## src/logic/supply_monitor_params.svh

```systemverilog
// Offsets, field positions, reset values and timing counts of the supply monitor.
`ifndef SUPPLY_MONITOR_PARAMS_SVH
`define SUPPLY_MONITOR_PARAMS_SVH
`define CLK_FREQ_MHZ 10
`define IDX_MODE_ZERO 8'h04
`define IDX_MODE_ONE 8'h05
`define IDX_STATUS_ONE 8'h31
`define IDX_DET_ENABLE 8'h32
`define IDX_MON1_CTRL 8'h36
`define IDX_MON2_CTRL 8'h37
`define IDX_MON0_CTRL 8'h38
`define IDX_COMP_SEL 8'h3a
`define BIT_SW_RESET 3
`define BIT_WDT_RESET_SEL 2
`define BIT_DET2_FLAG 3
`define BIT_DET0_EN 5
`define BIT_DET1_EN 6
`define BIT_DET2_EN 7
`define BIT_MON0_RST_EN 0
`define BIT_MON0_FILT_EN 1
`define BIT_MON0_MODE 6
`define OPT_BIT_DET0 5
`define STATUS_ONE_RESET 8'h08
`define DET_ENABLE_ON 8'h20
`define DET_ENABLE_OFF 8'h00
`define MON0_CTRL_ON 8'h43
`define MON0_CTRL_OFF 8'h00
`define MON_CTRL_RESET 8'h00
`define RELEASE_COUNT 32
`define STAB_TIME_US 100
`define STAB_CYCLES (`STAB_TIME_US * `CLK_FREQ_MHZ)
`define STAB_CNT_W 10
`define FILT_SHIFT_DET0 3'd2
`define FILT_SHIFT_DET12 3'd1
`endif

```

## src/logic/supply_monitor_pkg.sv

```systemverilog
// Types shared by the supply monitor reset control.
package supply_monitor_pkg;
    typedef enum logic [1:0] {S_RUN, S_HOLD, S_COUNT} rst_state_t;
    typedef struct packed {
        logic fall_en;
        logic rise_en;
        logic [1:0] div_sel;
        logic level_flag;
        logic rst_sel;
        logic filt_en;
        logic int_en;
    } mon_ctrl_t;
    typedef struct packed {
        logic psel;
        logic penable;
        logic pwrite;
        logic [11:0] paddr;
        logic [31:0] pwdata;
    } apb_req_t;
endpackage

```

## src/logic/supply_monitor_reset_control.sv

```systemverilog
// Supply monitor reset sequencer with three filtered detectors and an APB register file.
// What this block does
// - Detector-0 low supply asserts system reset.
// - Count 32 cycles after recovery, then release.
// - Any reset selects slow oscillator divided by eight.
// - Option bit enables detector-0 reset, hardware reset only.
// - Option bit set by programmer, never by CPU.
// - Detector-1 low supply with reset selected resets.
// - Detector-2 low supply with reset selected resets.
// - Watchdog underflow resets only when select bit set.
// - Writing one to software reset bit resets.
// - No reset clears RAM; interrupted writes undefined.
// - Detector 0 falls only; detectors 1, 2 both.
// - Detectors 1, 2 interrupt on rise, fall or both.
// - Detectors 1, 2 or comparators, one at a time.
// - Status register resets 08h, bit 3 read-only flag.
// - Readable detector-1 level flag.
// - Detector-2 flag forced one while disabled.
// - Enable and status survive system resets other than pin and detector-0 resets.
// - Enabled detector waits a stabilisation delay first.
`timescale 1ns/1ns
`include "supply_monitor_params.svh"
module supply_monitor_reset_control (
    input wire logic CLK_I, // Low-speed oscillator clock, 10 MHz.
    input wire logic RST_N_I, // Hardware pin reset, synchronous, active low.
    input wire logic [2:0] COMP_ABOVE_I, // Comparator outputs, high when supply at or above level.
    input wire logic [7:0] OPT_BYTE_I, // Option byte from flash.
    input wire logic WDT_UNDERFLOW_I, // Watchdog underflow pulse.
    input wire logic RAM_WRITE_I, // High while a RAM write is in progress.
    input wire logic PSEL_I, // APB select.
    input wire logic PENABLE_I, // APB enable.
    input wire logic PWRITE_I, // APB direction.
    input wire logic [11:0] PADDR_I, // APB byte address.
    input wire logic [31:0] PWDATA_I, // APB write data.
    output logic [31:0] PRDATA_O, // APB read data.
    output logic PREADY_O, // APB ready.
    output logic PSLVERR_O, // APB error on unmapped address.
    output logic SYS_RST_O, // System reset to pins, CPU and registers.
    output logic CPU_CLKSEL_O, // Pulse: CPU clock to slow oscillator divided by eight.
    output logic [1:0] DET_INT_O, // Interrupt pulses of detectors 1 and 2.
    output logic RAM_UNDEF_O // Pulse: RAM write cut by a supply reset.
);
    supply_monitor_pkg::apb_req_t req;
    supply_monitor_pkg::rst_state_t state_reg;
    supply_monitor_pkg::mon_ctrl_t mon_ctrl [1:2];
    logic [4:0] cnt_reg;
    logic sys_rst_reg, clksel_reg, ram_undef_reg, hw_init_reg, det0_opt_reg;
    logic [7:0] pm1_reg, enable_reg, mon0_reg, mon1_reg, mon2_reg, comp_reg;
    logic [7:0] status_one;
    logic [31:0] rdata_reg;
    logic [4:0] div_cnt_reg;
    logic [2:0] det_en, det_filt_en, det_active, det_filt, det_fall, det_rise;
    logic [1:0] det_div [3];
    logic [2:0] det_shift [3];
    logic [1:0] det_int;
    logic wr_en, rd_setup, hit, sw_req, det0_hold, det1_hold, det2_hold, hold_src, pulse_src;
    logic [7:0] rd_mux;

    function automatic logic sample_tick(input logic [4:0] cnt, input logic [2:0] shift);
        sample_tick = ((cnt & ((5'd1 << shift) - 5'd1)) == 5'd0);
    endfunction

    function automatic logic idx_hit(input logic [11:0] addr, input logic [7:0] idx);
        idx_hit = (addr == {2'b00, idx, 2'b00});
    endfunction

    assign req = '{psel: PSEL_I, penable: PENABLE_I, pwrite: PWRITE_I,
                   paddr: PADDR_I, pwdata: PWDATA_I};
    assign hit = idx_hit(req.paddr, `IDX_MODE_ZERO) || idx_hit(req.paddr, `IDX_MODE_ONE)
        || idx_hit(req.paddr, `IDX_STATUS_ONE) || idx_hit(req.paddr, `IDX_DET_ENABLE)
        || idx_hit(req.paddr, `IDX_MON1_CTRL) || idx_hit(req.paddr, `IDX_MON2_CTRL)
        || idx_hit(req.paddr, `IDX_MON0_CTRL) || idx_hit(req.paddr, `IDX_COMP_SEL);
    assign wr_en = req.psel && req.penable && req.pwrite && hit;
    assign rd_setup = req.psel && !req.penable && !req.pwrite;
    assign PREADY_O = 1'b1;
    assign PSLVERR_O = req.psel && req.penable && !hit;
    assign PRDATA_O = rdata_reg;
    assign SYS_RST_O = sys_rst_reg;
    assign CPU_CLKSEL_O = clksel_reg;
    assign RAM_UNDEF_O = ram_undef_reg;
    assign mon_ctrl[1] = mon1_reg;
    assign mon_ctrl[2] = mon2_reg;

    // Per-detector configuration gathered from the control registers.
    always_comb begin
        det_en = {enable_reg[`BIT_DET2_EN], enable_reg[`BIT_DET1_EN], enable_reg[`BIT_DET0_EN]};
        det_filt_en = {mon_ctrl[2].filt_en, mon_ctrl[1].filt_en, mon0_reg[`BIT_MON0_FILT_EN]};
        det_div[0] = mon0_reg[5:4];
        det_div[1] = mon_ctrl[1].div_sel;
        det_div[2] = mon_ctrl[2].div_sel;
        det_shift[0] = {1'b0, det_div[0]} + `FILT_SHIFT_DET0;
        det_shift[1] = {1'b0, det_div[1]} + `FILT_SHIFT_DET12;
        det_shift[2] = {1'b0, det_div[2]} + `FILT_SHIFT_DET12;
    end

    // Free-running divider that paces every filter sample.
    always_ff @(posedge CLK_I) begin
        if (!RST_N_I) begin
            div_cnt_reg <= 5'h00;
        end else begin
            div_cnt_reg <= div_cnt_reg + 5'h01;
        end
    end

    for (genvar i = 0; i < 3; i++) begin : g_det
        logic [2:0] sync_reg;
        logic lvl_reg, sample_reg, filt_reg, prev_reg;
        logic [`STAB_CNT_W-1:0] stab_reg;
        logic active;
        assign active = det_en[i] && (stab_reg == `STAB_CNT_W'(`STAB_CYCLES));
        assign det_active[i] = active;
        assign det_filt[i] = filt_reg;
        assign det_fall[i] = active && prev_reg && !filt_reg;
        // Detector 0 only acts on the level being low, never on a rising crossing.
        assign det_rise[i] = (i != 0) && active && !prev_reg && filt_reg;

        always_ff @(posedge CLK_I) begin
            if (!RST_N_I) begin
                sync_reg <= 3'h7;
                lvl_reg <= 1'b1;
            end else begin
                sync_reg <= {sync_reg[1:0], COMP_ABOVE_I[i]};
                if (sync_reg[1] == sync_reg[2]) begin
                    lvl_reg <= sync_reg[2];
                end
            end
        end

        // A freshly enabled circuit is ignored until the settling time has passed.
        always_ff @(posedge CLK_I) begin
            if (!RST_N_I || !det_en[i]) begin
                stab_reg <= '0;
            end else if (!active) begin
                stab_reg <= stab_reg + `STAB_CNT_W'(1);
            end
        end

        always_ff @(posedge CLK_I) begin
            if (!RST_N_I || !active) begin
                sample_reg <= 1'b1;
                filt_reg <= 1'b1;
                prev_reg <= 1'b1;
            end else begin
                prev_reg <= filt_reg;
                if (!det_filt_en[i]) begin
                    filt_reg <= lvl_reg;
                end else if (sample_tick(div_cnt_reg, det_shift[i])) begin
                    sample_reg <= lvl_reg;
                    if (sample_reg == lvl_reg) begin
                        filt_reg <= lvl_reg;
                    end
                end
            end
        end

        if (i != 0) begin : g_int
            assign det_int[i-1] = mon_ctrl[i].int_en && !comp_reg[i-1]
                && ((det_fall[i] && mon_ctrl[i].fall_en)
                || (det_rise[i] && mon_ctrl[i].rise_en));
        end
    end

    assign DET_INT_O = det_int;
    assign det0_hold = det_active[0] && !det_filt[0] && mon0_reg[`BIT_MON0_RST_EN]
        && mon0_reg[`BIT_MON0_MODE];
    assign det1_hold = det_active[1] && !det_filt[1] && mon_ctrl[1].rst_sel
        && !comp_reg[0];
    assign det2_hold = det_active[2] && !det_filt[2] && mon_ctrl[2].rst_sel
        && !comp_reg[1];
    assign hold_src = det0_hold || det1_hold || det2_hold;
    assign sw_req = wr_en && idx_hit(req.paddr, `IDX_MODE_ZERO)
        && req.pwdata[`BIT_SW_RESET];
    assign pulse_src = sw_req || (WDT_UNDERFLOW_I && pm1_reg[`BIT_WDT_RESET_SEL]);

    // Reset sequencer: hold while a supply is low, then count out the release delay.
    always_ff @(posedge CLK_I) begin
        if (!RST_N_I) begin
            state_reg <= supply_monitor_pkg::S_COUNT;
            cnt_reg <= 5'h00;
            sys_rst_reg <= 1'b1;
        end else begin
            unique case (state_reg)
                supply_monitor_pkg::S_RUN: begin
                    if (hold_src) begin
                        state_reg <= supply_monitor_pkg::S_HOLD;
                        sys_rst_reg <= 1'b1;
                    end else if (pulse_src) begin
                        state_reg <= supply_monitor_pkg::S_COUNT;
                        cnt_reg <= 5'h00;
                        sys_rst_reg <= 1'b1;
                    end
                end
                supply_monitor_pkg::S_HOLD: begin
                    if (!hold_src) begin
                        state_reg <= supply_monitor_pkg::S_COUNT;
                        cnt_reg <= 5'h00;
                    end
                end
                supply_monitor_pkg::S_COUNT: begin
                    if (hold_src) begin
                        state_reg <= supply_monitor_pkg::S_HOLD;
                    end else if (cnt_reg == 5'(`RELEASE_COUNT - 1)) begin
                        state_reg <= supply_monitor_pkg::S_RUN;
                        sys_rst_reg <= 1'b0;
                    end else begin
                        cnt_reg <= cnt_reg + 5'h01;
                    end
                end
            endcase
        end
    end

    // Every release of the system reset restarts the CPU on the slow clock divided by eight.
    always_ff @(posedge CLK_I) begin
        if (!RST_N_I) begin
            clksel_reg <= 1'b0;
        end else begin
            clksel_reg <= state_reg == supply_monitor_pkg::S_COUNT && !hold_src
                && cnt_reg == 5'(`RELEASE_COUNT - 1);
        end
    end

    // RAM has no reset path; a write cut by a supply reset is only reported.
    always_ff @(posedge CLK_I) begin
        if (!RST_N_I) begin
            ram_undef_reg <= 1'b0;
        end else begin
            ram_undef_reg <= !sys_rst_reg && hold_src && RAM_WRITE_I;
        end
    end

    // The option bit is taken from flash only in the first cycle after a pin reset.
    always_ff @(posedge CLK_I) begin
        if (!RST_N_I) begin
            hw_init_reg <= 1'b1;
            det0_opt_reg <= 1'b1;
        end else begin
            hw_init_reg <= 1'b0;
            if (hw_init_reg) begin
                det0_opt_reg <= OPT_BYTE_I[`OPT_BIT_DET0];
            end
        end
    end

    // Enable and monitor controls survive every reset but pin and detector-0 resets.
    always_ff @(posedge CLK_I) begin
        if (!RST_N_I) begin
            enable_reg <= `DET_ENABLE_OFF;
            mon0_reg <= `MON0_CTRL_OFF;
            mon1_reg <= `MON_CTRL_RESET;
            mon2_reg <= `MON_CTRL_RESET;
            comp_reg <= 8'h00;
        end else if (hw_init_reg || det0_hold) begin
            enable_reg <= (det0_hold || !OPT_BYTE_I[`OPT_BIT_DET0]) ? `DET_ENABLE_ON
                : `DET_ENABLE_OFF;
            mon0_reg <= (det0_hold || !OPT_BYTE_I[`OPT_BIT_DET0]) ? `MON0_CTRL_ON
                : `MON0_CTRL_OFF;
            mon1_reg <= `MON_CTRL_RESET;
            mon2_reg <= `MON_CTRL_RESET;
            comp_reg <= 8'h00;
        end else if (wr_en) begin
            if (idx_hit(req.paddr, `IDX_DET_ENABLE)) begin
                enable_reg <= req.pwdata[7:0] & 8'he1;
            end
            if (idx_hit(req.paddr, `IDX_MON0_CTRL)) begin
                mon0_reg <= req.pwdata[7:0] & 8'h73;
            end
            if (idx_hit(req.paddr, `IDX_MON1_CTRL)) begin
                mon1_reg <= req.pwdata[7:0] & 8'hf7;
            end
            if (idx_hit(req.paddr, `IDX_MON2_CTRL)) begin
                mon2_reg <= req.pwdata[7:0] & 8'hf7;
            end
            if (idx_hit(req.paddr, `IDX_COMP_SEL)) begin
                comp_reg <= req.pwdata[7:0] & 8'h03;
            end
        end
    end

    // Processor mode bits are cleared by every system reset.
    always_ff @(posedge CLK_I) begin
        if (!RST_N_I || sys_rst_reg) begin
            pm1_reg <= 8'h00;
        end else if (wr_en && idx_hit(req.paddr, `IDX_MODE_ONE)) begin
            pm1_reg <= req.pwdata[7:0] & 8'h04;
        end
    end

    always_comb begin
        status_one = `STATUS_ONE_RESET;
        status_one[`BIT_DET2_FLAG] = !det_en[2] || det_filt[2];
    end

    always_comb begin
        rd_mux = 8'h00;
        if (idx_hit(req.paddr, `IDX_MODE_ONE)) begin
            rd_mux = pm1_reg;
        end else if (idx_hit(req.paddr, `IDX_STATUS_ONE)) begin
            rd_mux = status_one;
        end else if (idx_hit(req.paddr, `IDX_DET_ENABLE)) begin
            rd_mux = enable_reg;
        end else if (idx_hit(req.paddr, `IDX_MON0_CTRL)) begin
            rd_mux = mon0_reg;
        end else if (idx_hit(req.paddr, `IDX_MON1_CTRL)) begin
            rd_mux = mon1_reg | {4'h0, !det_en[1] || det_filt[1], 3'h0};
        end else if (idx_hit(req.paddr, `IDX_MON2_CTRL)) begin
            rd_mux = mon2_reg | {4'h0, status_one[`BIT_DET2_FLAG], 3'h0};
        end else if (idx_hit(req.paddr, `IDX_COMP_SEL)) begin
            rd_mux = comp_reg | {2'h0, det_filt[2:1], 4'h0};
        end
    end

    // Read data is captured in the setup cycle and stands through the access cycle.
    always_ff @(posedge CLK_I) begin
        if (!RST_N_I) begin
            rdata_reg <= 32'h0000_0000;
        end else if (rd_setup) begin
            rdata_reg <= {24'h00_0000, rd_mux};
        end
    end
endmodule

```

## config.mk

```make
export PLATFORM = sky130hd
export DESIGN_NAME = supply_monitor_reset_control
export DESIGN_NICKNAME = d
export VERILOG_FILES = /design/src/logic/supply_monitor_pkg.sv /design/src/logic/supply_monitor_reset_control.sv
export VERILOG_INCLUDE_DIRS = /design/src /design/src/logic
export SDC_FILE = /design/constraint.sdc
export NUM_CORES = 1
export LEC_CHECK = 0
export ABC_AREA = 1
export BUFFER_PORTS_ARGS = -buffer_cell sky130_fd_sc_hd__buf_2
export CAP_MARGIN = 20
export CORE_MARGIN = 2
export CORE_UTILIZATION = 59
export CTS_CLUSTER_DIAMETER = 50
export DETAILED_ROUTE_END_ITERATION = 10
export PLACE_DENSITY = 0.85
export SYNTH_ARGS = -nofsm -noshare
export SYNTH_HDL_FRONTEND = slang
export SYNTH_SLANG_ARGS = --single-unit
```

## constraint.sdc

```tcl
create_clock -name CLK_I -period 3.4 [get_ports CLK_I]
set_input_delay 1.02 -clock CLK_I [delete_from_list [all_inputs] [get_ports CLK_I]]
set_output_delay 1.02 -clock CLK_I [all_outputs]
set_load 0.02 [all_outputs]
```

==> results of run 1 <==
==> where the power goes <==
| part | internal [mW] | switching, mW |
|---|---|---|
| Combinational | 0.0635 | 0.135 |
| Clock | 0.311 | 0.456 |
| Sequential | 1.20 | 0.0206 |
==> worst max-delay path by stage <==
stage | end | cells after the start | startpoint
finish | DET_INT_O[0] | 9 | g_det[1].stab_reg[0]$_SDFFE_PP0N_
global route | DET_INT_O[0] | 9 | g_det[1].stab_reg[0]$_SDFFE_PP0N_
CTS | DET_INT_O[0] | 9 | g_det[1].stab_reg[0]$_SDFFE_PP0N_
detailed placement | PSLVERR_O | 10 | PADDR_I[11]
global placement | PSLVERR_O | 10 | PADDR_I[11]
floorplan | PSLVERR_O | 8 | PADDR_I[11]
==> synthesized netlist by cell type (2+ instances only) <==
cell type	instances	area (µm²)
nand2_1	112	420
inv_1	103	387
dfxtp_1	100	2000
nor2_1	71	267
o21ai_0	69	345
a21oi_1	61	305
nand3_1	39	195
buf_4	26	195
nor3_1	14	70.1
ha_1	13	163
or2_2	11	68.8
o211ai_1	9	67.6
clkbuf_1	5	18.8
inv_2	5	18.8
nor2_2	5	31.3
a31oi_1	4	25.0
nand2_2	4	25.0
nor2_4	4	45.0
o22ai_1	4	25.0
nand2_4	3	33.8
o21ai_1	3	15.0
xnor2_1	3	26.3
a21oi_2	2	17.5
a32oi_1	2	17.5
conb_1	2	7.51
nand3_2	2	20.0
nand3b_1	2	15.0
nand4_1	2	12.5
nor3b_1	2	15.0
nor4_1	2	12.5
o21ai_2	2	17.5
o221ai_1	2	17.5
xor2_1	2	17.5
==> worst register-to-register path: cells and delay by family, from the launching register on <==
kind | cells | cell delay, ps
AND/OR/NAND/NOR | 8 | 900
AO/OA/AOI/OAI | 2 | 510
flip-flops | 1 | 400
adder cells (fa/ha/maj) | 1 | 190
buffers and inverters | 1 | 60
==> layout by cell type (no fill, tap or decap), types with 4 or more instances in the layout <==
cell / Yosys / final
nand2_1: 112 / 112
inv_1: 103 / 103
dfxtp_1: 100 / 100
nor2_1: 71 / 71
o21ai_0: 69 / 69
a21oi_1: 61 / 61
buf_2: 0 / 44
nand3_1: 39 / 39
conb_1: 2 / 25
nor3_1: 14 / 14
ha_1: 13 / 13
or2_2: 11 / 11
clkbuf_8: 0 / 10
o211ai_1: 9 / 9
inv_2: 5 / 5
nor2_2: 5 / 5
nor2_4: 4 / 4
a31oi_1: 4 / 4
o22ai_1: 4 / 4
nand2_2: 4 / 4
==> layout make-up <==
cell class / count / area, µm²
Inverter: 108 / 405
Fill cell: 710 / 2790
Clock inverter: 6 / 65.1
Timing Repair Buffer: 46 / 235
Tap cell: 105 / 131
Multi-Input combinational cell: 482 / 2450
Sequential cell: 100 / 2000
Clock buffer: 10 / 138
==> layer usage <==
layer	global-route usage (%)	up-vias
li1	-	2323
met1	31.7	2082
met2	43.5	153
met3	4.93	31
met4	10.2	0
met5	0	-
==> cell families (layout without fill, tap and decap cells) <==
family	count (synthesis)	count (layout)	share of synthesized area (%)
buffers and inverters	140	170	12.6
other	2	25	0.150
flip-flops	100	100	40.1
XOR/XNOR	5	5	0.877
AO/OA/AOI/OAI	163	163	18.0
AND/OR/NAND/NOR	276	276	25.1
adder cells (fa/ha/maj)	13	13	3.26
==> per-stage QoR <==
stage,setup WS [ps],power [mW],hold slack (ps),area [µm²]
3_5_place_dp,255,1.44,402,5220
2_1_floorplan,312,1.40,393,5080
3_3_place_gp,306,1.43,394,5220
5_1_grt,15.4,2.27,444,5430
6_report,203,2.18,426,5430
4_1_cts,60.6,2.19,429,5430
==> what timing repair did <==
item | CTS | global route
endpoints found under the setup margin | 0 | 1
buffers inserted | 0 | 0
resized for setup | 0 | 1
==> load_flow_metrics.sql, run 1 <==
INSERT INTO impl_metrics (metric_group, metric, value, unit) VALUES
('hold_path', 'hold_path_class', 'register to register', ''),
('timing', 'worstMarginPinSlew', '612', 'ps'),
('yosys', 'synthArstFlopShare', '0', '%'),
('cells_and_area', 'syn2layout_area_growth', '8.64', '%'),
('die', 'floorplan.initialDensity', '60.8', '%'),
('critical_path', 'worst_setup_path_start_kind', 'register', ''),
('cells_and_area', 'final_core_utilization', '66.1', '%'),
('routing', 'routed_wl', '11.1', 'mm'),
('yosys', 'avg_cell_area_syn', '7.15', 'µm²'),
('timing', 'setup-violations-final', '0', ''),
('timing', 'clock_skew', '16.9', 'ps'),
('timing', 'setup-tns-final', '0', 'ps'),
('critical_path', 'regToRegSetupSlack', '1230', 'ps'),
('timing', 'fmax', '313', 'MHz'),
('power_and_ir_drop', 'cellPowerDensity', '402', 'nW/µm²'),
('yosys', 'synth_top_flop_cell', 'dfxtp_1', ''),
('critical_path', 'critical_path.cell_chain', 'inv_1, ha_1, nand2_1, nor2_1, nand3_2, nor2_1, nand2_1, a2111oi_1, buf_2', ''),
('grt', 'grt_overflow', '0', ''),
('critical_path', 'cell_family_contributing_the_most_delay_on_the_critical_path', 'simple AND/OR/NAND/NOR gates', ''),
('hold_path', 'worst_hold_path.endpoint', 'g_det[2].sync_reg[1]$_SDFF_PN1_', ''),
('clock_tree', 'post_cts_hold_buffer_count', '0', ''),
('cells_and_area', 'num-nets-final', '822', ''),
('grt', 'grt_max_degree', '33', ''),
('clock_tree', 'htreeDepth', '3', ''),
('hold_path', 'hold_path_depth', '1', ''),
('yosys', 'syn-cell-area', '5000', 'µm²'),
('routing', 'top_layer_used', 'met4', ''),
('place', 'count_of_input_and_output_buffers', '44', ''),
('critical_path', 'setup.worst_path.class', 'register to primary output', ''),
('die', 'floorplan.core_area', '8220', 'µm²'),
('critical_path', 'worstPathBufferInverterCount', '2', ''),
('routing', 'drt-wirelength-per-cell', '13.0', 'µm'),
('die', 'floorplan_row_count', '33', ''),
('routing', 'dr.pass1.iters', '5', ''),
('cells_and_area', 'largest_reg_flops', '30', ''),
('hold_path', 'worstHoldStart', 'g_det[2].sync_reg[0]$_SDFF_PN1_', ''),
('place', 'gp_congestion', '1.00', ''),
('yosys', 'synth.lib_cells_used.distinct', '42', ''),
('routing', 'met3_length', '677', 'µm'),
('power_and_ir_drop', 'worst_vdd_drop', '296', 'µV'),
('critical_path', 'arrival', '2180', 'ps'),
('grt', 'first_global_vias', '4186', ''),
('routing', 'routed_via_density', '5.35', ''),
('yosys', 'yosys_register_bits', '100', ''),
('clock_tree', 'cts.reportedPaths.clkPinSlew', '110', 'ps'),
('clock_tree', 'cts_made_buffers', '9', ''),
('timing', 'finalMaxSlewViolations', '0', ''),
('yosys', 'synth_seq_area_share', '40.1', '%'),
('routing', 'detail_route.wirelength.met1', '4.78', 'mm'),
('die', 'floorplan.die_area', '9220', 'µm²'),
('critical_path', 'r2r-end', 'cnt_reg[0]$_SDFFE_PN0P_', ''),
('critical_path', 'endpoint_kind', 'primary output', ''),
('timing', 'final_min_period_over_clock_period', '94.0', '%'),
('clock_tree', 'cts_tree', 'built', ''),
('clock_tree', 'root_buffer', 'clkbuf_8', ''),
('power_and_ir_drop', 'power_leakage', '2.34', 'nW'),
('die', 'die_width', '96.0', 'µm'),
('clock_tree', 'clock_tree.buffer_depth', '2', ''),
('timing', 'unrepaired_setup_endpoints_after_global_routing', 'no', ''),
('routing', 'final_antenna_net_count', '0', ''),
('critical_path', 'timing.critical_path.fanout_max', '6', ''),
('routing', 'route.met2.wl', '5.30', 'mm'),
('grt', 'grt_pass1_wl', '18.5', 'mm'),
('cells_and_area', 'fin_cells', '857', ''),
('clock_tree', 'clk-insertion-delay-late', '380', 'ps'),
('routing', 'iteration_0_drc_count_of_the_detailed_router', '227', ''),
('yosys', 'edff_count_synth', '0', ''),
('outcome', 'outcome', 'finished, final reports clean', ''),
('grt', 'number_of_antenna_violations_at_the_first_check_in_global_routing', '0', ''),
('critical_path', 'crit_path_max_incr_delay', '430', 'ps'),
('timing', 'report.final.hold_viol_count', '0', '');
(Power assumes the default switching activity.)
==> run 2, diff against run 1 <==
--- a/config.mk
+++ b/config.mk
@@ -10,10 +10,10 @@
 export BUFFER_PORTS_ARGS = -buffer_cell sky130_fd_sc_hd__buf_2
 export CAP_MARGIN = 20
 export CORE_MARGIN = 2
-export CORE_UTILIZATION = 59
+export CORE_UTILIZATION = 50
 export CTS_CLUSTER_DIAMETER = 50
 export DETAILED_ROUTE_END_ITERATION = 10
-export PLACE_DENSITY = 0.85
+export PLACE_DENSITY = 0.77
 export SYNTH_ARGS = -nofsm -noshare
 export SYNTH_HDL_FRONTEND = slang
 export SYNTH_SLANG_ARGS = --single-unit
==> constraint.sdc (replaced) <==
create_clock -name CLK_I -period 2.6 [get_ports CLK_I]
set_input_delay 0.78 -clock CLK_I [delete_from_list [all_inputs] [get_ports CLK_I]]
set_output_delay 0.78 -clock CLK_I [all_outputs]
set_load 0.02 [all_outputs]
==> run 2 against run 1 <==
  * The run now ends with setup timing left
  * Critical endpoint unchanged
  * Total power rose by 37%
  * Core utilization fell by 7.3 points
  * Via count rose by 2.7%
  * Largest power group unchanged
  * Register-to-register slack got worse by 780 ps
  * Hold slack got worse by 9.9 ps
  * Sequential share of layout area fell by 1.8 points
  * Critical path type unchanged
==> load_flow_metrics.sql, run 2 (synthesis results as in run 1) <==
INSERT INTO impl_metrics (metric_group, metric, value, unit) VALUES
('power_and_ir_drop', 'cellPowerDensity', '521', 'nW/µm²'),
('clock_tree', 'cts_made_buffers', '9', ''),
('power_and_ir_drop', 'power_leakage', '2.45', 'nW'),
('critical_path', 'timing.critical_path.fanout_max', '5', ''),
('die', 'floorplan.die_area', '10800', 'µm²'),
('routing', 'drt-wirelength-per-cell', '12.8', 'µm'),
('cells_and_area', 'num-nets-final', '836', ''),
('timing', 'max_slew_margin', '55.5', '%'),
('critical_path', 'critical_path_required', '1820', 'ps'),
('clock_tree', 'cts_tree', 'built', ''),
('critical_path', 'worst_setup_path_start_kind', 'register', ''),
('critical_path', 'cell_family_contributing_the_most_delay_on_the_critical_path', 'simple AND/OR/NAND/NOR gates', ''),
('clock_tree', 'sinks_on_the_clock_net', '100', ''),
('clock_tree', 'cts.reportedPaths.clkPinSlew', '100', 'ps'),
('routing', 'dr.pass1.iters', '5', ''),
('grt', 'grt_overflow', '0', ''),
('critical_path', 'crit_path_max_incr_delay', '350', 'ps'),
('critical_path', 'endpoint_kind', 'primary output', ''),
('cells_and_area', 'final_common_cell', 'nand2_1', ''),
('job', 'cap_violations', '0', ''),
('clock_tree', 'clk-insertion-delay-late', '370', 'ps'),
('clock_tree', 'root_buffer', 'clkbuf_8', ''),
('routing', 'iteration_0_drc_count_of_the_detailed_router', '342', ''),
('critical_path', 'cp_num_cells', '9', ''),
('clock_tree', 'clock_tree.buffer_depth', '2', ''),
('critical_path', 'rr_worst_depth', '11', ''),
('routing', 'final_antenna_net_count', '0', ''),
('die', 'chipHeight', '104', 'µm'),
('outcome', 'outcome', 'finished with violations', ''),
('cells_and_area', 'final_cell_mix', '103 x nand2_1, 97 x inv_1, 96 x dfxtp_1', ''),
('grt', 'first_global_vias', '4459', ''),
('clock_tree', 'htreeDepth', '3', ''),
('grt', 'all_layer_gr_usage', '21.9', '%'),
('place', 'dpl.hpwl', '8.69', 'mm'),
('routing', 'routed_via_density', '5.24', ''),
('die', 'floorplan.initialDensity', '51.4', '%'),
('power_and_ir_drop', 'power.total', '2.98', 'mW'),
('cells_and_area', 'post_route_cells_drive_above_1_share', '18.7', '%'),
('timing', 'unrepaired_setup_endpoints_after_global_routing', 'yes', ''),
('timing', 'period_minus_slack', '2750', 'ps'),
('timing', 'whs', '416', 'ps'),
('hold_path', 'hold_path_depth', '1', ''),
('timing', 'fmax', '364', 'MHz'),
('timing', 'setup-violations-final', '2', ''),
('routing', 'top_layer_used', 'met4', ''),
('cells_and_area', 'syn2layout_area_growth', '14.5', '%'),
('die', 'floorplan.core_area', '9730', 'µm²'),
('timing', 'report.final.hold_viol_count', '0', ''),
('routing', 'detail_route.wirelength.met1', '5.14', 'mm'),
('cells_and_area', 'antenna_cells_inserted', '0', ''),
('critical_path', 'worst_path_max_delay_cell', 'dfxtp_2', ''),
('timing', 'worstMarginPinSlew', '666', 'ps'),
('timing', 'setup-tns-final', '-171', 'ps'),
('cells_and_area', 'largest_reg_flops', '30', ''),
('critical_path', 'critical_path.cell_chain', 'inv_1, ha_1, nand2_1, nor2_2, nand3_2, nor2_4, nand2_2, a2111oi_4, buf_4', ''),
('die', 'die_width', '104', 'µm'),
('die', 'io_pins', '101', ''),
('grt', 'number_of_antenna_violations_at_the_first_check_in_global_routing', '0', ''),
('die', 'floorplan_row_count', '36', ''),
('grt', 'grt_max_degree', '19', ''),
('routing', 'met3_length', '790', 'µm'),
('timing', 'postLayoutSetupSlackWorst', '-146', 'ps'),
('place', 'gp_congestion', '0.932', ''),
('routing', 'route.met2.wl', '5.36', 'mm'),
('routing', 'drc_errors', '0', ''),
('critical_path', 'setup.worst_path.class', 'register to primary output', ''),
('critical_path', 'arrival', '1970', 'ps'),
('routing', 'routed_wl', '11.5', 'mm'),
('power_and_ir_drop', 'worst_vdd_drop', '371', 'µV'),
('critical_path', 'worstPathBufferInverterCount', '2', ''),
('place', 'count_of_input_and_output_buffers', '44', ''),
('outcome', 'violated_checks', 'setup timing', ''),
('grt', 'grt_pass1_wl', '19.7', 'mm'),
('routing', 'via_count', '4711', ''),
('timing', 'final_min_period_over_clock_period', '106', '%'),
('timing', 'clock_skew', '15.1', 'ps'),
('timing', 'finalMaxSlewViolations', '0', ''),
('hold_path', 'hold_path_class', 'register to register', '');
==> run 2: final timing paths <==
kind / startpoint / endpoint / slack, ps
worst max-delay path: g_det[1].stab_reg[0]$_SDFFE_PP0N_ / DET_INT_O[0] / -150
worst min-delay path: g_det[2].sync_reg[0]$_SDFF_PN1_ / g_det[2].sync_reg[1]$_SDFF_PN1_ / 420
worst max register to register: g_det[0].stab_reg[0]$_SDFFE_PP0N_ / mon1_reg[0]$_SDFFE_PP0P_ / 450
worst min register to register: g_det[2].sync_reg[0]$_SDFF_PN1_ / g_det[2].sync_reg[1]$_SDFF_PN1_ / 420
==> run 2: layer usage <==
metal / GRT usage, % / vias to the layer above
li1: - / 2354
met5: 0 / -
met2: 36.9 / 170
met3: 5.51 / 26
met1: 27.8 / 2161
met4: 5.98 / 0
==> run 2: worst reg2reg max path, stage by stage (launching register included) <==
cell and delay (ps):
dfxtp_1 340, inv_1 80, ha_1 200, nand3_1 80, nor3_1 60, nand3_1 120, inv_2 70, nor2_4 180
inv_2 70, nor2_2 520, o21ai_0 200, a21oi_1 190
==> run 2: area by class of cell <==
type                       instances  area, µm²
timing repair buffer              60        358
fill                             896       4010
sequential                       100       2010
tap                              133        166
inverter                         108        405
multi-input combinational        482       2560
clock inverter                     6       93.8
clock buffer                      10        128
==> run 2: per-stage QoR <==
step           setup slack (ps)  utilization [%]  cells  instance area (µm²)
2_1_floorplan              37.7                -    722                 5090
3_3_place_gp               46.1             54.8    878                 5330
3_5_place_dp              -54.3             54.8    878                 5330
4_1_cts                    -159             57.9    897                 5630
5_1_grt                    -235             58.8    899                 5720
6_report                   -146             58.8    899                 5720
==> run 2: power breakdown <==
group	switching (mW)	leakage, nW	internal [mW]	total [mW]
registers	0.0266	0.813	1.56	1.59
clock network	0.566	0.107	0.551	1.12
logic	0.182	1.53	0.0898	0.272
==> run 2: timing repair <==
action                                  4_1_cts  5_1_grt
setup buffers                                 3        2
gates resized for setup                      16       26
pin swaps                                     0        7
endpoints found under the setup margin        2        3
hold buffers                                  0        0
==> run 3, diff against run 2 <==
--- a/config.mk
+++ b/config.mk
@@ -14,6 +14,7 @@
 export CTS_CLUSTER_DIAMETER = 50
 export DETAILED_ROUTE_END_ITERATION = 10
 export PLACE_DENSITY = 0.77
+export RECOVER_POWER = 50
 export SYNTH_ARGS = -nofsm -noshare
 export SYNTH_HDL_FRONTEND = slang
 export SYNTH_SLANG_ARGS = --single-unit
==> constraint.sdc (replaced) <==
create_clock -name CLK_I -period 2.6 [get_ports CLK_I]
set_input_delay 0.78 -clock CLK_I [delete_from_list [all_inputs] [get_ports CLK_I]]
set_output_delay 0.78 -clock CLK_I [all_outputs]
set_load 0.1 [all_outputs]
==> run 3 against run 2 <==
  * Wire length grew 13%
  * Hold slack better by 1.8 ps
  * The run still ends with setup timing left
  * Cell count up 3.4%
  * Highest routed layer unchanged
  * Clock skew shrank 4.6 ps
  * Die area did not move
  * First-iteration DRC count up 0.29%
  * Clock power down 15%
==> load_flow_metrics.sql, run 3 (synthesis results as in run 1) <==
INSERT INTO impl_metrics (metric_group, metric, value, unit) VALUES
('critical_path', 'endpoint_kind', 'primary output', ''),
('grt', 'groute.layer.met3.usage', '4.82', '%'),
('critical_path', 'arrival', '2010', 'ps'),
('critical_path', 'critical_path.cell_chain', 'inv_2, ha_4, nand2_4, nor2_4, nand3_4, nor2_4, nand2_2, a2111oi_4, buf_12', ''),
('timing', 'clock_skew', '10.5', 'ps'),
('die', 'floorplan.die_area', '10800', 'µm²'),
('cells_and_area', 'post_route_cells_drive_above_1_share', '23.8', '%'),
('die', 'floorplan.initialDensity', '51.4', '%'),
('timing', 'finalMaxSlewViolations', '0', ''),
('grt', 'global_route.usage.met1', '26.1', '%'),
('place', 'gp_congestion', '0.914', ''),
('timing', 'postLayoutSetupSlackWorst', '-186', 'ps'),
('timing', 'report.final.hold_viol_count', '0', ''),
('job', 'cap_violations', '0', ''),
('place', 'count_of_input_and_output_buffers', '44', ''),
('die', 'die_width', '104', 'µm'),
('grt', 'grt-busiest-layer', 'met2', ''),
('grt', 'number_of_antenna_violations_at_the_first_check_in_global_routing', '0', ''),
('cells_and_area', 'filler_cell_count', '838', ''),
('power_and_ir_drop', 'power.total', '2.98', 'mW'),
('timing', 'final_min_period_over_clock_period', '107', '%'),
('critical_path', 'cp_common_cell', 'nor2_4', ''),
('grt', 'grt_max_degree', '19', ''),
('critical_path', 'setup.worst_path.class', 'register to primary output', ''),
('cells_and_area', 'final_core_utilization', '63.0', '%'),
('die', 'chipHeight', '104', 'µm'),
('critical_path', 'rr_worst_depth', '18', ''),
('clock_tree', 'root_buffer', 'clkbuf_8', ''),
('outcome', 'outcome', 'finished with violations', ''),
('routing', 'final_antenna_net_count', '0', ''),
('critical_path', 'worst_setup_path_start_kind', 'register', ''),
('place', 'number_of_cells_after_detailed_placement', '888', ''),
('power_and_ir_drop', 'power.net_switching', '0.869', 'mW'),
('critical_path', 'worst_path_max_delay_cell', 'a2111oi_4', ''),
('routing', 'dr.pass1.iters', '5', ''),
('power_and_ir_drop', 'worst_vdd_drop', '291', 'µV'),
('cells_and_area', 'largest_reg_flops', '30', ''),
('cells_and_area', 'total_non_filler_cell_area_in_the_finished_layout', '6120', 'µm²'),
('critical_path', 'critical_path_required', '1820', 'ps'),
('grt', 'grt_overflow', '0', ''),
('power_and_ir_drop', 'power_frac_seq', '53.4', '%'),
('timing', 'unrepaired_setup_endpoints_after_global_routing', 'yes', ''),
('power_and_ir_drop', 'cellPowerDensity', '487', 'nW/µm²'),
('clock_tree', 'cts_made_buffers', '9', ''),
('hold_path', 'hold_path_depth', '1', ''),
('routing', 'drt-wirelength-per-cell', '14.0', 'µm'),
('place', 'dpl.hpwl', '8.86', 'mm'),
('die', 'io_pins', '101', ''),
('critical_path', 'timing.critical_path.fanout_max', '4', ''),
('hold_path', 'hold_path_class', 'register to register', ''),
('timing', 'period_minus_slack', '2790', 'ps'),
('routing', 'iteration_0_drc_count_of_the_detailed_router', '343', ''),
('routing', 'via_count', '4903', ''),
('cells_and_area', 'antenna_cells_inserted', '0', ''),
('timing', 'setup-violations-final', '3', ''),
('power_and_ir_drop', 'switching_share', '29.2', '%'),
('grt', 'all_layer_gr_usage', '22.5', '%'),
('power_and_ir_drop', 'power.clock.fraction', '32.1', '%'),
('clock_tree', 'sinks_on_the_clock_net', '100', ''),
('power_and_ir_drop', 'p_int', '2.11', 'mW'),
('critical_path', 'regToRegSetupSlack', '-30', 'ps'),
('timing', 'worstMarginPinSlew', '943', 'ps'),
('place', 'dpl_cell_area', '5510', 'µm²'),
('cells_and_area', 'final_cell_mix', '98 x nand2_1, 95 x dfxtp_1, 92 x inv_1', ''),
('routing', 'drc_errors', '0', ''),
('cells_and_area', 'syn2layout_area_growth', '22.6', '%'),
('die', 'floorplan.core_area', '9730', 'µm²'),
('clock_tree', 'clk-insertion-delay-late', '360', 'ps'),
('clock_tree', 'clock_tree.buffer_depth', '2', ''),
('grt', 'first_global_vias', '4466', ''),
('routing', 'routed_wl', '13.0', 'mm'),
('critical_path', 'crit_path_max_incr_delay', '390', 'ps'),
('cells_and_area', 'num-nets-final', '868', ''),
('clock_tree', 'cts.reportedPaths.clkPinSlew', '90', 'ps'),
('outcome', 'violated_checks', 'setup timing', ''),
('timing', 'max_slew_margin', '37.1', '%'),
('routing', 'routed_via_density', '5.27', ''),
('power_and_ir_drop', 'combinational_power_share', '14.5', '%'),
('power_and_ir_drop', 'power_leakage', '2.60', 'nW'),
('grt', 'grt_pass1_wl', '20.0', 'mm'),
('die', 'floorplan_row_count', '36', ''),
('clock_tree', 'cts_tree', 'built', ''),
('cells_and_area', 'fin_cells', '930', ''),
('grt', 'grt_util_met2', '41.1', '%'),
('clock_tree', 'htreeDepth', '3', ''),
('timing', 'fmax', '359', 'MHz'),
('cells_and_area', 'final_common_cell', 'nand2_1', '');
## run 3: cell count changes in the layout (fill, tap and decap cells not counted), sizes merged
cell and change:
buf +28, bufinv -1, clkbuf +5, clkinv +1
inv -2
## run 3: power groups by stage
stage / registers (mW) / clock network, mW / logic (mW)
6_report: 1.59 / 0.957 / 0.433
5_1_grt: 1.59 / 1.03 / 0.472
4_1_cts: 1.59 / 0.979 / 0.410
3_5_place_dp: 1.63 / 0 / 0.407
3_3_place_gp: 1.62 / 0 / 0.397
2_1_floorplan: 1.63 / 0 / 0.346
## run 3: cell type report
cell class              instances  area (µm²)  area share, %
multi-input cells             482        2680           43.8
flip-flops and latches        100        2010           32.8
repair buffers                 92         672           11.0
inverters                     108         413           6.74
well taps                     133         166           2.72
clock buffers                  11         131           2.15
clock inverters                 4        51.3          0.838
## run 3: routing by layer
| layer | up-vias | share of wire, % |
|---|---|---|
| met5 | - | 0 |
| met4 | 0 | 4.0 |
| met3 | 49 | 5.6 |
| met2 | 186 | 50 |
| met1 | 2250 | 40 |
| li1 | 2418 | - |
## run 3: timing repair
| action | 4_1_cts | 5_1_grt |
|---|---|---|
| buffers inserted | 17 | 11 |
| hold buffers | 0 | 0 |
| resized for setup | 16 | 62 |
| pin swaps | 7 | 21 |
| setup endpoints to repair | 3 | 5 |
## run 3: path summary, 6_finish.rpt
kind                                                   startpoint                           endpoint
worst max-delay path            g_det[1].stab_reg[0]$_SDFFE_PP0N_                       DET_INT_O[0]
worst min-delay path              g_det[0].sync_reg[0]$_SDFF_PN1_    g_det[0].sync_reg[1]$_SDFF_PN1_
worst max register to register  g_det[2].stab_reg[0]$_SDFFE_PP0N_  g_det[2].stab_reg[0]$_SDFFE_PP0N_
worst min register to register    g_det[0].sync_reg[0]$_SDFF_PN1_    g_det[0].sync_reg[1]$_SDFF_PN1_
## run 3: per-stage QoR
stage          hold slack (ps)  TNS [ps]  setup WS (ps)
2_1_floorplan              393      -600           -318
3_3_place_gp               394     -44.8          -44.8
3_5_place_dp               398     -66.3          -66.3
4_1_cts                    422      -345           -274
5_1_grt                    433      -696           -283
6_report                   418      -345           -186
## run 3: worst max-delay path, delay by kind of cell (launching register included)
family                     cells  cell delay (ps)
DFF                            1              340
and+or+nand+nor                5              480
AOI/OAI and AO/OA              1              390
adders and majority gates      1              140
buffers and inverters          2              300
